<file path="src/common/ebda_consts.svh">
// constants for the external bus decode and arbitration block
`ifndef EBDA_CONSTS_SVH
`define EBDA_CONSTS_SVH
`define EBDA_ADDR_W 32
`define EBDA_BANK_HI 31
`define EBDA_BANK_LO 26
`define EBDA_BANK0_CODE 6'h02
`define EBDA_BANK1_CODE 6'h03
`define EBDA_HOST_HI 31
`define EBDA_HOST_LO 28
`define EBDA_HOST_ZERO 4'h0
`define EBDA_NPROC 8
`define EBDA_ID_W 3
`endif

</file>
<file path="src/common/ebda_pkg.sv">
// types for the external bus decode and arbitration block
package ebda_pkg;
   typedef logic [31:0] ebda_addr_t;
   typedef logic [2:0] ebda_id_t;
   typedef logic [7:0] ebda_req_t;
   typedef enum logic [3:0]
   {
      ST_IDLE = 4'h1,
      ST_OWN = 4'h2,
      ST_DRAIN = 4'h4,
      ST_HOST = 4'h8
   } ebda_state_t;
endpackage

</file>
<file path="src/common/ebda_if.sv">
// shared external bus wires between processor end and host end
`timescale 1ns/1ps
interface ebda_if;
   import ebda_pkg::*;
   // per-processor request lines, active low; the bench resolves the wire
   ebda_req_t req_o;
   ebda_req_t req_oe;
   ebda_req_t req_n;
   logic host_request_n;
   logic host_backoff_n;
   logic host_grant_o;
   logic host_grant_oe;
   logic host_grant_n;
   logic burst_o;
   logic burst_oe;
   logic host_burst_o;
   logic host_burst_oe;
   logic consecutive_transfer_flag_n;
   logic bank0_select_n;
   logic bank1_select_n;
   logic host_space_select_n;
   logic selects_oe;
   logic lock_indicator_n;
   logic master_indicator_n;
   modport proc
   (
      output req_o, req_oe, host_grant_o, host_grant_oe, burst_o, burst_oe,
      output bank0_select_n, bank1_select_n, host_space_select_n,
      output selects_oe, lock_indicator_n, master_indicator_n,
      input req_n, host_request_n, host_backoff_n, host_grant_n,
      input consecutive_transfer_flag_n
   );
   modport host
   (
      output host_request_n, host_backoff_n, host_burst_o, host_burst_oe,
      input host_grant_n, host_space_select_n, consecutive_transfer_flag_n
   );
endinterface

</file>
<file path="src/ebda_proc.sv">
// processor end: address decode, bus arbitration, host hand-off
// ==================================================================
`timescale 1ns/1ps
`include "ebda_consts.svh"
module ebda_proc
(
   input wire logic mclk,
   input wire logic rst,
   ebda_if.proc bus,
   input wire ebda_pkg::ebda_id_t processor_identity,
   input wire logic want_bus,
   input wire logic want_lock,
   input wire logic xfer_busy,
   input wire logic xfer_burst,
   input wire ebda_pkg::ebda_addr_t xfer_addr,
   input wire ebda_pkg::ebda_addr_t slave_addr_start,
   input wire logic slave_addr_load,
   input wire logic slave_xfer_done,
   input wire logic strap_pin,
   output logic owner,
   output logic abort_xfer,
   output logic self_refresh_req,
   output logic strap_value,
   output ebda_pkg::ebda_addr_t slave_addr
);
   import ebda_pkg::*;
   // ==================================================================
   // pin synchronisers
   // request, host request, back-off and burst lines enter from pins
   ebda_req_t req_s;
   logic hreq_s;
   logic host_backoff_s;
   logic burst_s;
   ebda_sync #(.W(11), .INIT(11'h7ff)) u_sync
   (
      .mclk(mclk),
      .rst(rst),
      .d({bus.req_n, bus.host_request_n, bus.host_backoff_n,
          bus.consecutive_transfer_flag_n}),
      .q({req_s, hreq_s, host_backoff_s, burst_s})
   );
   // ==================================================================
   // identity and strap capture
   // both are straps, held steady while reset is high
   ebda_id_t my_id;
   always_ff @(posedge mclk)
   begin
      if (rst)
      begin
         my_id <= processor_identity;
         strap_value <= strap_pin;
      end
   end
   // ==================================================================
   // mastership tracking
   // every end sees the same synced request lines and so names the same
   // master; it keeps the bus until its own line goes high again, and
   // only then does the lowest active line take over
   ebda_req_t req_act;
   ebda_req_t my_line;
   ebda_req_t lowest_line;
   ebda_req_t master_line;
   ebda_req_t next_master_line;
   logic master_gone;
   logic mine;
   assign req_act = ~req_s;
   assign my_line = ebda_req_t'(9'h001 << my_id);
   assign lowest_line = req_act & (~req_act + 8'h01);
   assign master_gone = (master_line & req_act) == 8'h00;
   assign next_master_line = master_gone ? lowest_line : master_line;
   assign mine = next_master_line == my_line;
   always_ff @(posedge mclk)
   begin
      if (rst)
         master_line <= 8'h00;
      else
         master_line <= next_master_line;
   end
   // ==================================================================
   // arbitration
   ebda_state_t state;
   ebda_state_t next_state;
   logic my_req;
   logic [3:0] host_field;
   logic host_space;
   logic do_backoff;
   assign host_field = xfer_addr[`EBDA_HOST_HI:`EBDA_HOST_LO];
   assign host_space = host_field != `EBDA_HOST_ZERO;
   assign do_backoff = !host_backoff_s && host_space && xfer_busy;
   // a host request stops idle ends from taking the bus; the master
   // drains its transaction unless a back-off cuts a host-space one
   always_comb
   begin
      next_state = state;
      case (state)
         ST_IDLE:
            if (!hreq_s)
               next_state = ST_IDLE;
            else if (want_bus && mine)
               next_state = ST_OWN;
         ST_OWN:
            if (!hreq_s)
               next_state = do_backoff ? ST_HOST : ST_DRAIN;
            else if (!want_bus && !xfer_busy)
               next_state = ST_IDLE;
         ST_DRAIN:
            if (!xfer_busy || do_backoff)
               next_state = ST_HOST;
         ST_HOST:
            if (hreq_s)
               next_state = ST_IDLE;
         default:
            next_state = ST_IDLE;
      endcase
   end
   always_ff @(posedge mclk)
   begin
      if (rst)
         state <= ST_IDLE;
      else
         state <= next_state;
   end
   // ==================================================================
   // outputs
   logic next_owner;
   logic next_grant;
   logic next_lock;
   logic in_charge;
   assign next_owner = (next_state == ST_OWN) || (next_state == ST_DRAIN);
   assign next_grant = next_state == ST_HOST;
   assign next_lock = want_lock && next_owner;
   assign in_charge = (state == ST_OWN) || (state == ST_DRAIN);
   // the line stays low for the whole tenure, so a busy master that no
   // longer wants the bus is not taken over mid-transaction
   assign my_req = want_bus || next_owner;
   always_ff @(posedge mclk)
   begin
      if (rst)
      begin
         owner <= 1'b0;
         bus.req_o <= '1;
         bus.req_oe <= '0;
         bus.host_grant_o <= 1'b1;
         bus.host_grant_oe <= 1'b0;
         bus.burst_oe <= 1'b0;
         bus.burst_o <= 1'b1;
         bus.lock_indicator_n <= 1'b1;
         bus.master_indicator_n <= 1'b1;
         abort_xfer <= 1'b0;
         self_refresh_req <= 1'b0;
      end
      else
      begin
         owner <= next_owner;
         // only our own line is driven, low when requesting
         bus.req_o <= ~(ebda_req_t'(my_req) << my_id);
         bus.req_oe <= my_line;
         bus.host_grant_o <= !next_grant;
         bus.host_grant_oe <= next_owner || next_grant;
         bus.burst_o <= !(xfer_burst && next_owner);
         bus.burst_oe <= next_owner;
         bus.lock_indicator_n <= !next_lock;
         bus.master_indicator_n <= !next_owner;
         abort_xfer <= in_charge && do_backoff;
         self_refresh_req <= next_grant;
      end
   end
   // ==================================================================
   // select decode, pure function of address
   // no register here, so the selects follow the address; valid while oe
   logic [5:0] bank_field;
   assign bank_field = xfer_addr[`EBDA_BANK_HI:`EBDA_BANK_LO];
   assign bus.bank0_select_n = !(bank_field == `EBDA_BANK0_CODE);
   assign bus.bank1_select_n = !(bank_field == `EBDA_BANK1_CODE);
   assign bus.host_space_select_n = !host_space;
   assign bus.selects_oe = owner;
   // ==================================================================
   // slave address counter for host bursts
   // advances per done only while the synced burst flag is low
   always_ff @(posedge mclk)
   begin
      if (rst)
         slave_addr <= '0;
      else if (slave_addr_load)
         slave_addr <= slave_addr_start;
      else if (slave_xfer_done && !burst_s)
         slave_addr <= slave_addr + 32'h1;
   end
endmodule

</file>
<file path="src/ebda_sync.sv">
// two flip-flop synchroniser for a vector of pin inputs
`timescale 1ns/1ps
module ebda_sync
#(
   parameter int W = 1,
   parameter logic [W-1:0] INIT = '1
)
(
   input wire logic mclk,
   input wire logic rst,
   input wire logic [W-1:0] d,
   output logic [W-1:0] q
);
   logic [W-1:0] meta;
   always_ff @(posedge mclk)
   begin
      if (rst)
      begin
         meta <= INIT;
         q <= INIT;
      end
      else
      begin
         meta <= d;
         q <= meta;
      end
   end
endmodule

</file>
<file path="src/flat_wrapper.sv">
// flat-port wrapper written by rule: the top's interface ports become plain ports
module ebda_proc_flat import ebda_pkg::*;
  (mclk, rst, processor_identity, want_bus, want_lock, xfer_busy, xfer_burst, xfer_addr, slave_addr_start, slave_addr_load, slave_xfer_done, strap_pin, owner, abort_xfer, self_refresh_req, strap_value, slave_addr, bus_req_o, bus_req_oe, bus_host_grant_o, bus_host_grant_oe, bus_burst_o, bus_burst_oe, bus_bank0_select_n, bus_bank1_select_n, bus_host_space_select_n, bus_selects_oe, bus_lock_indicator_n, bus_master_indicator_n, bus_req_n, bus_host_request_n, bus_host_backoff_n, bus_host_grant_n, bus_consecutive_transfer_flag_n);
  ebda_if bus_i ();
  input wire logic mclk;
  input wire logic rst;
  input wire ebda_pkg::ebda_id_t processor_identity;
  input wire logic want_bus;
  input wire logic want_lock;
  input wire logic xfer_busy;
  input wire logic xfer_burst;
  input wire ebda_pkg::ebda_addr_t xfer_addr;
  input wire ebda_pkg::ebda_addr_t slave_addr_start;
  input wire logic slave_addr_load;
  input wire logic slave_xfer_done;
  input wire logic strap_pin;
  output logic owner;
  output logic abort_xfer;
  output logic self_refresh_req;
  output logic strap_value;
  output ebda_pkg::ebda_addr_t slave_addr;
  output wire logic [$bits(bus_i.req_o)-1:0] bus_req_o;
  output wire logic [$bits(bus_i.req_oe)-1:0] bus_req_oe;
  output wire logic [$bits(bus_i.host_grant_o)-1:0] bus_host_grant_o;
  output wire logic [$bits(bus_i.host_grant_oe)-1:0] bus_host_grant_oe;
  output wire logic [$bits(bus_i.burst_o)-1:0] bus_burst_o;
  output wire logic [$bits(bus_i.burst_oe)-1:0] bus_burst_oe;
  output wire logic [$bits(bus_i.bank0_select_n)-1:0] bus_bank0_select_n;
  output wire logic [$bits(bus_i.bank1_select_n)-1:0] bus_bank1_select_n;
  output wire logic [$bits(bus_i.host_space_select_n)-1:0] bus_host_space_select_n;
  output wire logic [$bits(bus_i.selects_oe)-1:0] bus_selects_oe;
  output wire logic [$bits(bus_i.lock_indicator_n)-1:0] bus_lock_indicator_n;
  output wire logic [$bits(bus_i.master_indicator_n)-1:0] bus_master_indicator_n;
  input wire logic [$bits(bus_i.req_n)-1:0] bus_req_n;
  input wire logic [$bits(bus_i.host_request_n)-1:0] bus_host_request_n;
  input wire logic [$bits(bus_i.host_backoff_n)-1:0] bus_host_backoff_n;
  input wire logic [$bits(bus_i.host_grant_n)-1:0] bus_host_grant_n;
  input wire logic [$bits(bus_i.consecutive_transfer_flag_n)-1:0] bus_consecutive_transfer_flag_n;
  assign bus_req_o = bus_i.req_o;
  assign bus_req_oe = bus_i.req_oe;
  assign bus_host_grant_o = bus_i.host_grant_o;
  assign bus_host_grant_oe = bus_i.host_grant_oe;
  assign bus_burst_o = bus_i.burst_o;
  assign bus_burst_oe = bus_i.burst_oe;
  assign bus_bank0_select_n = bus_i.bank0_select_n;
  assign bus_bank1_select_n = bus_i.bank1_select_n;
  assign bus_host_space_select_n = bus_i.host_space_select_n;
  assign bus_selects_oe = bus_i.selects_oe;
  assign bus_lock_indicator_n = bus_i.lock_indicator_n;
  assign bus_master_indicator_n = bus_i.master_indicator_n;
  assign bus_i.req_n = bus_req_n;
  assign bus_i.host_request_n = bus_host_request_n;
  assign bus_i.host_backoff_n = bus_host_backoff_n;
  assign bus_i.host_grant_n = bus_host_grant_n;
  assign bus_i.consecutive_transfer_flag_n = bus_consecutive_transfer_flag_n;
  ebda_proc u_core (.mclk(mclk), .rst(rst), .bus(bus_i), .processor_identity(processor_identity), .want_bus(want_bus), .want_lock(want_lock), .xfer_busy(xfer_busy), .xfer_burst(xfer_burst), .xfer_addr(xfer_addr), .slave_addr_start(slave_addr_start), .slave_addr_load(slave_addr_load), .slave_xfer_done(slave_xfer_done), .strap_pin(strap_pin), .owner(owner), .abort_xfer(abort_xfer), .self_refresh_req(self_refresh_req), .strap_value(strap_value), .slave_addr(slave_addr));
endmodule
</file>
<file path="config.mk">
export PLATFORM = sky130hd
export DESIGN_NAME = ebda_proc_flat
export DESIGN_NICKNAME = d
export VERILOG_FILES = /design/src/common/ebda_pkg.sv /design/src/common/ebda_if.sv /design/src/ebda_proc.sv /design/src/ebda_sync.sv /design/src/flat_wrapper.sv
export VERILOG_INCLUDE_DIRS = /design/src /design/src/common
export SDC_FILE = /design/constraint.sdc
export NUM_CORES = 1
export LEC_CHECK = 0
export ABC_AREA = 0
export BUFFER_PORTS_ARGS = -buffer_cell sky130_fd_sc_hd__buf_2
export CORE_ASPECT_RATIO = 0.75
export CORE_MARGIN = 2
export CORE_UTILIZATION = 55
export CTS_BUF_LIST = sky130_fd_sc_hd__clkbuf_2
export DETAILED_ROUTE_END_ITERATION = 8
export PLACE_DENSITY = 0.88
export SYNTH_ARGS = -nofsm -noshare
export SYNTH_HDL_FRONTEND = slang
export SYNTH_SLANG_ARGS = --single-unit
</file>
<file path="constraint.sdc">
create_clock -name mclk -period 4.4 [get_ports mclk]
set_clock_uncertainty 0.05 [all_clocks]
set_input_delay 0.44 -clock mclk [delete_from_list [all_inputs] [get_ports mclk]]
set_output_delay 0.44 -clock mclk [all_outputs]
set_load 0.01 [all_outputs]
</file>
==> results of run 1 <==
## cell type report
cell class,count,share of cell area
clock buffer,10,0.00970
clock inverter,6,0.0213
inverter,9,0.00655
multi-input combinational,349,0.412
sequential,94,0.373
tap,101,0.0245
timing repair buffer,140,0.153
## cells by family after synthesis
logic type / after synthesis
xor gates and xnor gates: 31
DFF: 94
muxes: 12
adders and majority gates: 1
AOI/OAI and AO/OA: 86
and+or+nand+nor: 219
buffers and inverters: 37
## worst max-delay path by stage
stage	from	endpoint	slack, ns	cells past startpoint
6_report	u_core.my_id[1]$_DFFE_PP_	u_core.state[1]$_SDFF_PP0_	1.65	7
2_1_floorplan	xfer_addr[29]	u_core.bus.req_o[4]$_SDFF_PP1_	2.30	7
5_1_grt	u_core.my_id[1]$_DFFE_PP_	u_core.state[1]$_SDFF_PP0_	1.39	7
3_3_place_gp	u_core.my_id[1]$_DFFE_PP_	u_core.bus.burst_o$_SDFF_PP1_	1.77	7
3_5_place_dp	u_core.my_id[1]$_DFFE_PP_	u_core.bus.burst_o$_SDFF_PP1_	1.70	7
4_1_cts	u_core.my_id[1]$_DFFE_PP_	u_core.state[1]$_SDFF_PP0_	1.69	7
## what timing repair did
item	4_1_cts	5_1_grt
hold buffers	17	0
resized for setup	0	0
hold endpoints to repair	17	0
## placed cells by master, fill, tap and decap left out, drive strengths merged, types with 3 or more instances in the layout
master / n
nor2: 66
buf: 123
nor4: 7
inv: 10
a21oi: 39
a211oi: 3
nand2: 31
or3: 4
nand2b: 7
nand3b: 3
mux2i: 12
edfxtp: 4
clkbuf: 10
dlygate4sd3: 17
bufinv: 3
dfxtp: 90
nand3: 15
nor3: 9
and4: 6
xnor2: 18
and3: 6
nor2b: 14
o21a: 4
nand4: 15
or2: 25
xor2: 13
a31oi: 3
o21ai: 16
## per-layer routing
layer,GRT usage,share of wire,vias to the layer above
met5,0,0,-
met4,0.0720,0.015,0
met3,0.0571,0.063,15
met2,0.413,0.48,131
met1,0.301,0.44,1791
li1,-,-,1918
## worst reg2reg max path, stage by stage, from the launching register on
cell,delay [ns]
edfxtp_1,0.81
or3b_1,0.50
a211oi_1,0.25
nor3_1,0.08
a2111oi_0,0.30
a31oi_1,0.16
nor4_4,0.40
o21bai_1,0.16
## sequential cells by signal, summed over array words and instances, names as in the netlist
register / flops
u_core.u_sync.meta: 11
u_core.slave_addr: 32
u_core.bus.burst_oe: 1
u_core.state: 4
u_core.bus.burst_o: 1
u_core.bus.host_grant_o: 1
u_core.u_sync.q: 11
u_core.strap_value: 1
u_core.bus.master_indicator_n: 1
u_core.bus.lock_indicator_n: 1
u_core.self_refresh_req: 1
u_core.my_id: 3
u_core.bus.host_grant_oe: 1
u_core.abort_xfer: 1
u_core.bus.req_o: 8
u_core.bus.req_oe: 8
u_core.master_line: 8
## per-stage QoR
step           cell area [sq um]   util
2_1_floorplan               4210      -
3_3_place_gp                4830  0.655
3_5_place_dp                4830  0.655
4_1_cts                     5160  0.700
5_1_grt                     5160  0.700
6_report                    5160  0.700
## power groups by stage
stage	logic [mW]	registers [mW]	clock network, mW
2_1_floorplan	0.136	0.956	0
3_3_place_gp	0.202	0.958	0
6_report	0.223	0.945	0.526
3_5_place_dp	0.210	0.960	0
4_1_cts	0.222	0.944	0.541
5_1_grt	0.249	0.952	0.575
==> metrics, run 1 <==
max_cap viols 0; CP arrival 3.17 ns; Die Span Y 79.8 um; Yosys cell types 63; Top Family by Delay on Critical Path simple AND/OR/NAND/NOR gates; mux share of post-synthesis cell area 0.0285; gpl congestion 0.898; period utilization 0.626; io pins 150; Reg area 1920 sq um; synth top area cells dfxtp_1, nor2_1, a21oi_1; Clock Power Share 0.311; Ys Warns 0; Layout fillers 592; simple-gate share of the synthesized area 0.280; DP Worst Slack 1.70 ns; area of the core 7360 sq um; die area 8380 sq um; Slew Limit Headroom 0.348; GR Util All Layers 0.240; antenna-violating nets left 0; R2R Path Start u_core.my_id[1]$_DFFE_PP_; hold slack 0.0730 ns; unrepaired setup endpoints after global routing no; startpoint types register; DRT iter0 DRCs 244; largest family of logic cells by synthesized area simple AND/OR/NAND/NOR gates; CTS clk-pin slew, worst paths 0.25 ns; Post-synth top cells dfxtp_1, nor2_1, a21oi_1; HPWL Detailed 6.76 mm; DRT Pass-1 Iters 5; Buffers & Inverters on Critical Path 0; insertion delay to the later sink of the worst-skew pair 0.52 ns; synthesized area 4210 sq um; DRC 0; count leader, synth dfxtp_1; XOR/XNOR share of the synthesized area 0.0645; Syn Inst Count 480; R2R depth 7; CP required 4.82 ns; sequential share of power 0.558; fmax 363 MHz; Die W 105 um; Setup TNS 0 ns; Worst Hold Path Cells 3; CTS H-tree depth 3; Vias 3855; Min-Delay Path Class input pin to register; critical path, cell by cell or3b_1 > a211oi_1 > nor3_1 > a2111oi_0 > a31oi_1 > nor4_4 > o21bai_1; Power Total 1.69 mW; area grow syn2layout 22.5%; Post-synth top flop dfxtp_1; Pleak 2.21 nW; Final Hold Violating Endpoints 0; Net count, final 692; switching pwr 0.436 mW; EDFF count, synth 4; Avg WL per Cell 13.6 um; Internal 1.26 mW; Least-Margin Pin Slew 0.978 ns; Yosys top cell area share 0.428; Peak VDD IR 0.180 mV; CTS sink cnt 94; Finished Layout Cells 709; Port Buffers 122; root buffer cell clkbuf_2; outcome completed; pin count of the biggest net entering global routing 69; Final Max Slew Viols 0; max incr delay on CP 0.81 ns; final setup margin 1.65 ns; syn_area_per_cell 8.77 sq um; routed wire length 9.64 mm; compound-cell area share of the yosys netlist 0.129; hold path start slave_addr_start[13]; leading area contributor after synthesis dfxtp_1; CP Capture Type register; FP Rows 27; CP max FO 29; async set or reset register ratio after synthesis 0; layout cell share with drive strength beyond 1 0.283; endpoints failing setup 0; Synth Net Count 569; Slowest-stage cell, CP edfxtp_1; Net Sw Frac 0.257; sequential share of the synthesized area 0.457; Max Root-Sink Buffers 2; first-pass GRT wire length 16.2 mm; Worst Hold End u_core.slave_addr[13]$_SDFFE_PP0P_; Comb power frac 0.131; initial antenna violation count 0; final critical-path required period 2.75 ns; global route overflow 0; Initial Util 0.572; multi-input logic area 2130 sq um; antenna cell count 0; post-placement cell count 676; worst r2r dst u_core.state[1]$_SDFF_PP0_; CTS Buf Count 9; flop2flop setup slack 1.65 ns; Vias/cell 5.44; Pwr per Cell Area 328 nW/um^2; vias in the first global route 3608; Crit Path Class register to register; Yosys reg bits 94; CTS tree done; Adder-Cell Fraction of Synth Area 0.00297; # Post-CTS Setup Buffers 0
Note: power is estimated with default switching activity, not from simulation.
==> run 2: changes to the inputs <==
--- a/config.mk
+++ b/config.mk
@@ -10,10 +10,10 @@
 export BUFFER_PORTS_ARGS = -buffer_cell sky130_fd_sc_hd__buf_2
 export CORE_ASPECT_RATIO = 0.75
 export CORE_MARGIN = 2
-export CORE_UTILIZATION = 55
+export CORE_UTILIZATION = 51
 export CTS_BUF_LIST = sky130_fd_sc_hd__clkbuf_2
 export DETAILED_ROUTE_END_ITERATION = 8
-export PLACE_DENSITY = 0.88
+export PLACE_DENSITY = 0.83
 export SYNTH_ARGS = -nofsm -noshare
 export SYNTH_HDL_FRONTEND = slang
 export SYNTH_SLANG_ARGS = --single-unit
==> constraint.sdc (replaced) <==
create_clock -name mclk -period 2.7 [get_ports mclk]
set_clock_uncertainty 0.05 [all_clocks]
set_input_delay 0.27 -clock mclk [delete_from_list [all_inputs] [get_ports mclk]]
set_output_delay 0.27 -clock mclk [all_outputs]
set_load 0.01 [all_outputs]
==> metrics, run 2 (synthesis results as in run 1) <==
DRT Pass-1 Iters 5; final setup margin 0.317 ns; Vias 4038; Crit Path Class register to register; Port Buffers 122; CP max FO 12; routed wire length 10.5 mm; global route overflow 0; startpoint types register; CP arrival 2.81 ns; Internal 1.81 mW; Pwr per Cell Area 460 nW/um^2; antenna-violating nets left 0; CTS clk-pin slew, worst paths 0.24 ns; Pleak 2.37 nW; antenna cell count 0; root buffer cell clkbuf_2; CTS Buf Count 9; Comb power frac 0.172; area of the core 7950 sq um; pin count of the biggest net entering global routing 54; HPWL Detailed 6.95 mm; Vias/cell 5.33; Power Total 2.54 mW; final critical-path required period 2.38 ns; CTS sink cnt 94; vias in the first global route 3555; Largest register FFs 32; multi-input logic area 2130 sq um; fmax 420 MHz; sequential share of power 0.602; Layout fillers 639; DP Worst Slack 0.263 ns; commonest non-fill, non-tap cell in the layout buf_2; Peak VDD IR 0.295 mV; Setup TNS 0 ns; Least-Margin Pin Slew 0.566 ns; unrepaired setup endpoints after global routing no; die area 9000 sq um; GR Util All Layers 0.237; Final Hold Violating Endpoints 0; switching pwr 0.725 mW; FP Rows 28; DRC 0; Min-Delay Path Class input pin to register; endpoints failing setup 0; Slew Limit Headroom 0.619; Die W 109 um; area grow syn2layout 31.1%; layout cell share with drive strength beyond 1 0.283; CP Capture Type register; first-pass GRT wire length 16.6 mm; Initial Util 0.529; io pins 150; hold slack 0.126 ns; Max Root-Sink Buffers 2; Net count, final 738; highest-count cells in the layout ignoring fill and taps buf_2, dfxtp_1, nor2_1, dlygate4sd3_1, a21oi_1; Net Sw Frac 0.286; initial antenna violation count 0; Reg area 1920 sq um; period utilization 0.883; Largest Register u_core.slave_addr; CTS H-tree depth 3; Final Max Slew Viols 0; outcome completed; gpl congestion 0.893; Clock Power Share 0.226; CTS tree done; CP required 3.12 ns; insertion delay to the later sink of the worst-skew pair 0.53 ns; Top Registers u_core.slave_addr: 32 flops, u_core.u_sync.meta: 11 flops, u_core.u_sync.q: 11 flops; DRT iter0 DRCs 285; Die Span Y 82.7 um; Avg WL per Cell 13.9 um; max_cap viols 0
-- run 2: cell count changes in the layout (fill, tap and decap cells not counted), sizes merged --
cell,previous run,this run
bufinv,3,0
buf,123,136
inv,10,9
clkinv,1,3
clkinvlp,1,2
dlygate4sd3,17,50
-- run 2: cell type report --
class / count / area share
Clock buffer: 10 / 0.00907
Clock inverter: 5 / 0.00680
Inverter: 9 / 0.00612
Multi-Input combinational cell: 349 / 0.385
Sequential cell: 94 / 0.348
Tap cell: 105 / 0.0238
Timing Repair Buffer: 186 / 0.220
-- run 2: routing by layer --
layer	GRT usage	vias up	share of wire	wire (um)
met3	0.0471	25	0.060	632
met4	0.103	0	0.025	263
met2	0.391	155	0.46	4840
met1	0.303	1839	0.46	4800
met5	0	-	0	0
li1	-	2019	-	-
-- run 2: per-stage QoR --
stage / instance area, sq um / util / instances
final: 5520 / 0.694 / 758
after global routing: 5520 / 0.694 / 758
after CTS: 5470 / 0.688 / 752
after detailed placement: 4880 / 0.614 / 687
after global placement: 4880 / 0.614 / 687
after floorplan: 4210 / - / 480
-- run 2: power groups by stage --
stage / logic [mW] / registers [mW] / clock network, mW
5_1_grt: 0.484 / 1.54 / 0.632
3_5_place_dp: 0.354 / 1.56 / 0
4_1_cts: 0.412 / 1.53 / 0.591
6_report: 0.437 / 1.53 / 0.574
3_3_place_gp: 0.343 / 1.56 / 0
2_1_floorplan: 0.221 / 1.56 / 0
-- run 2: path summary, 6_finish.rpt --
| check | cells past startpoint | endpoint | slack, ns | startpoint |
|---|---|---|---|---|
| worst max-delay path | 8 | u_core.state[1]$_SDFF_PP0_ | 0.32 | u_core.my_id[1]$_DFFE_PP_ |
| worst min-delay path | 2 | u_core.slave_addr[0]$_SDFFE_PP0P_ | 0.13 | rst |
| worst max register to register | 8 | u_core.state[1]$_SDFF_PP0_ | 0.32 | u_core.my_id[1]$_DFFE_PP_ |
| worst min register to register | 1 | u_core.u_sync.q[4]$_SDFF_PP1_ | 0.38 | u_core.u_sync.meta[4]$_SDFF_PP1_ |
-- run 2: critical path, stage by stage, from the launching register on --
cell and delay, ns:
edfxtp_1 0.55, buf_4 0.23, nor2_1 0.09, a21oi_1 0.07, o32a_1 0.28, a2111oi_0 0.37, a31oi_1 0.16, nor4_4 0.39
o21bai_1 0.16
-- run 2: what timing repair did --
action                                 4_1_cts  5_1_grt
hold buffers                                50        0
endpoints found under the hold margin       50        0
resized for setup                            0        0
setup buffers                                0        6
setup endpoints to repair                    0        6
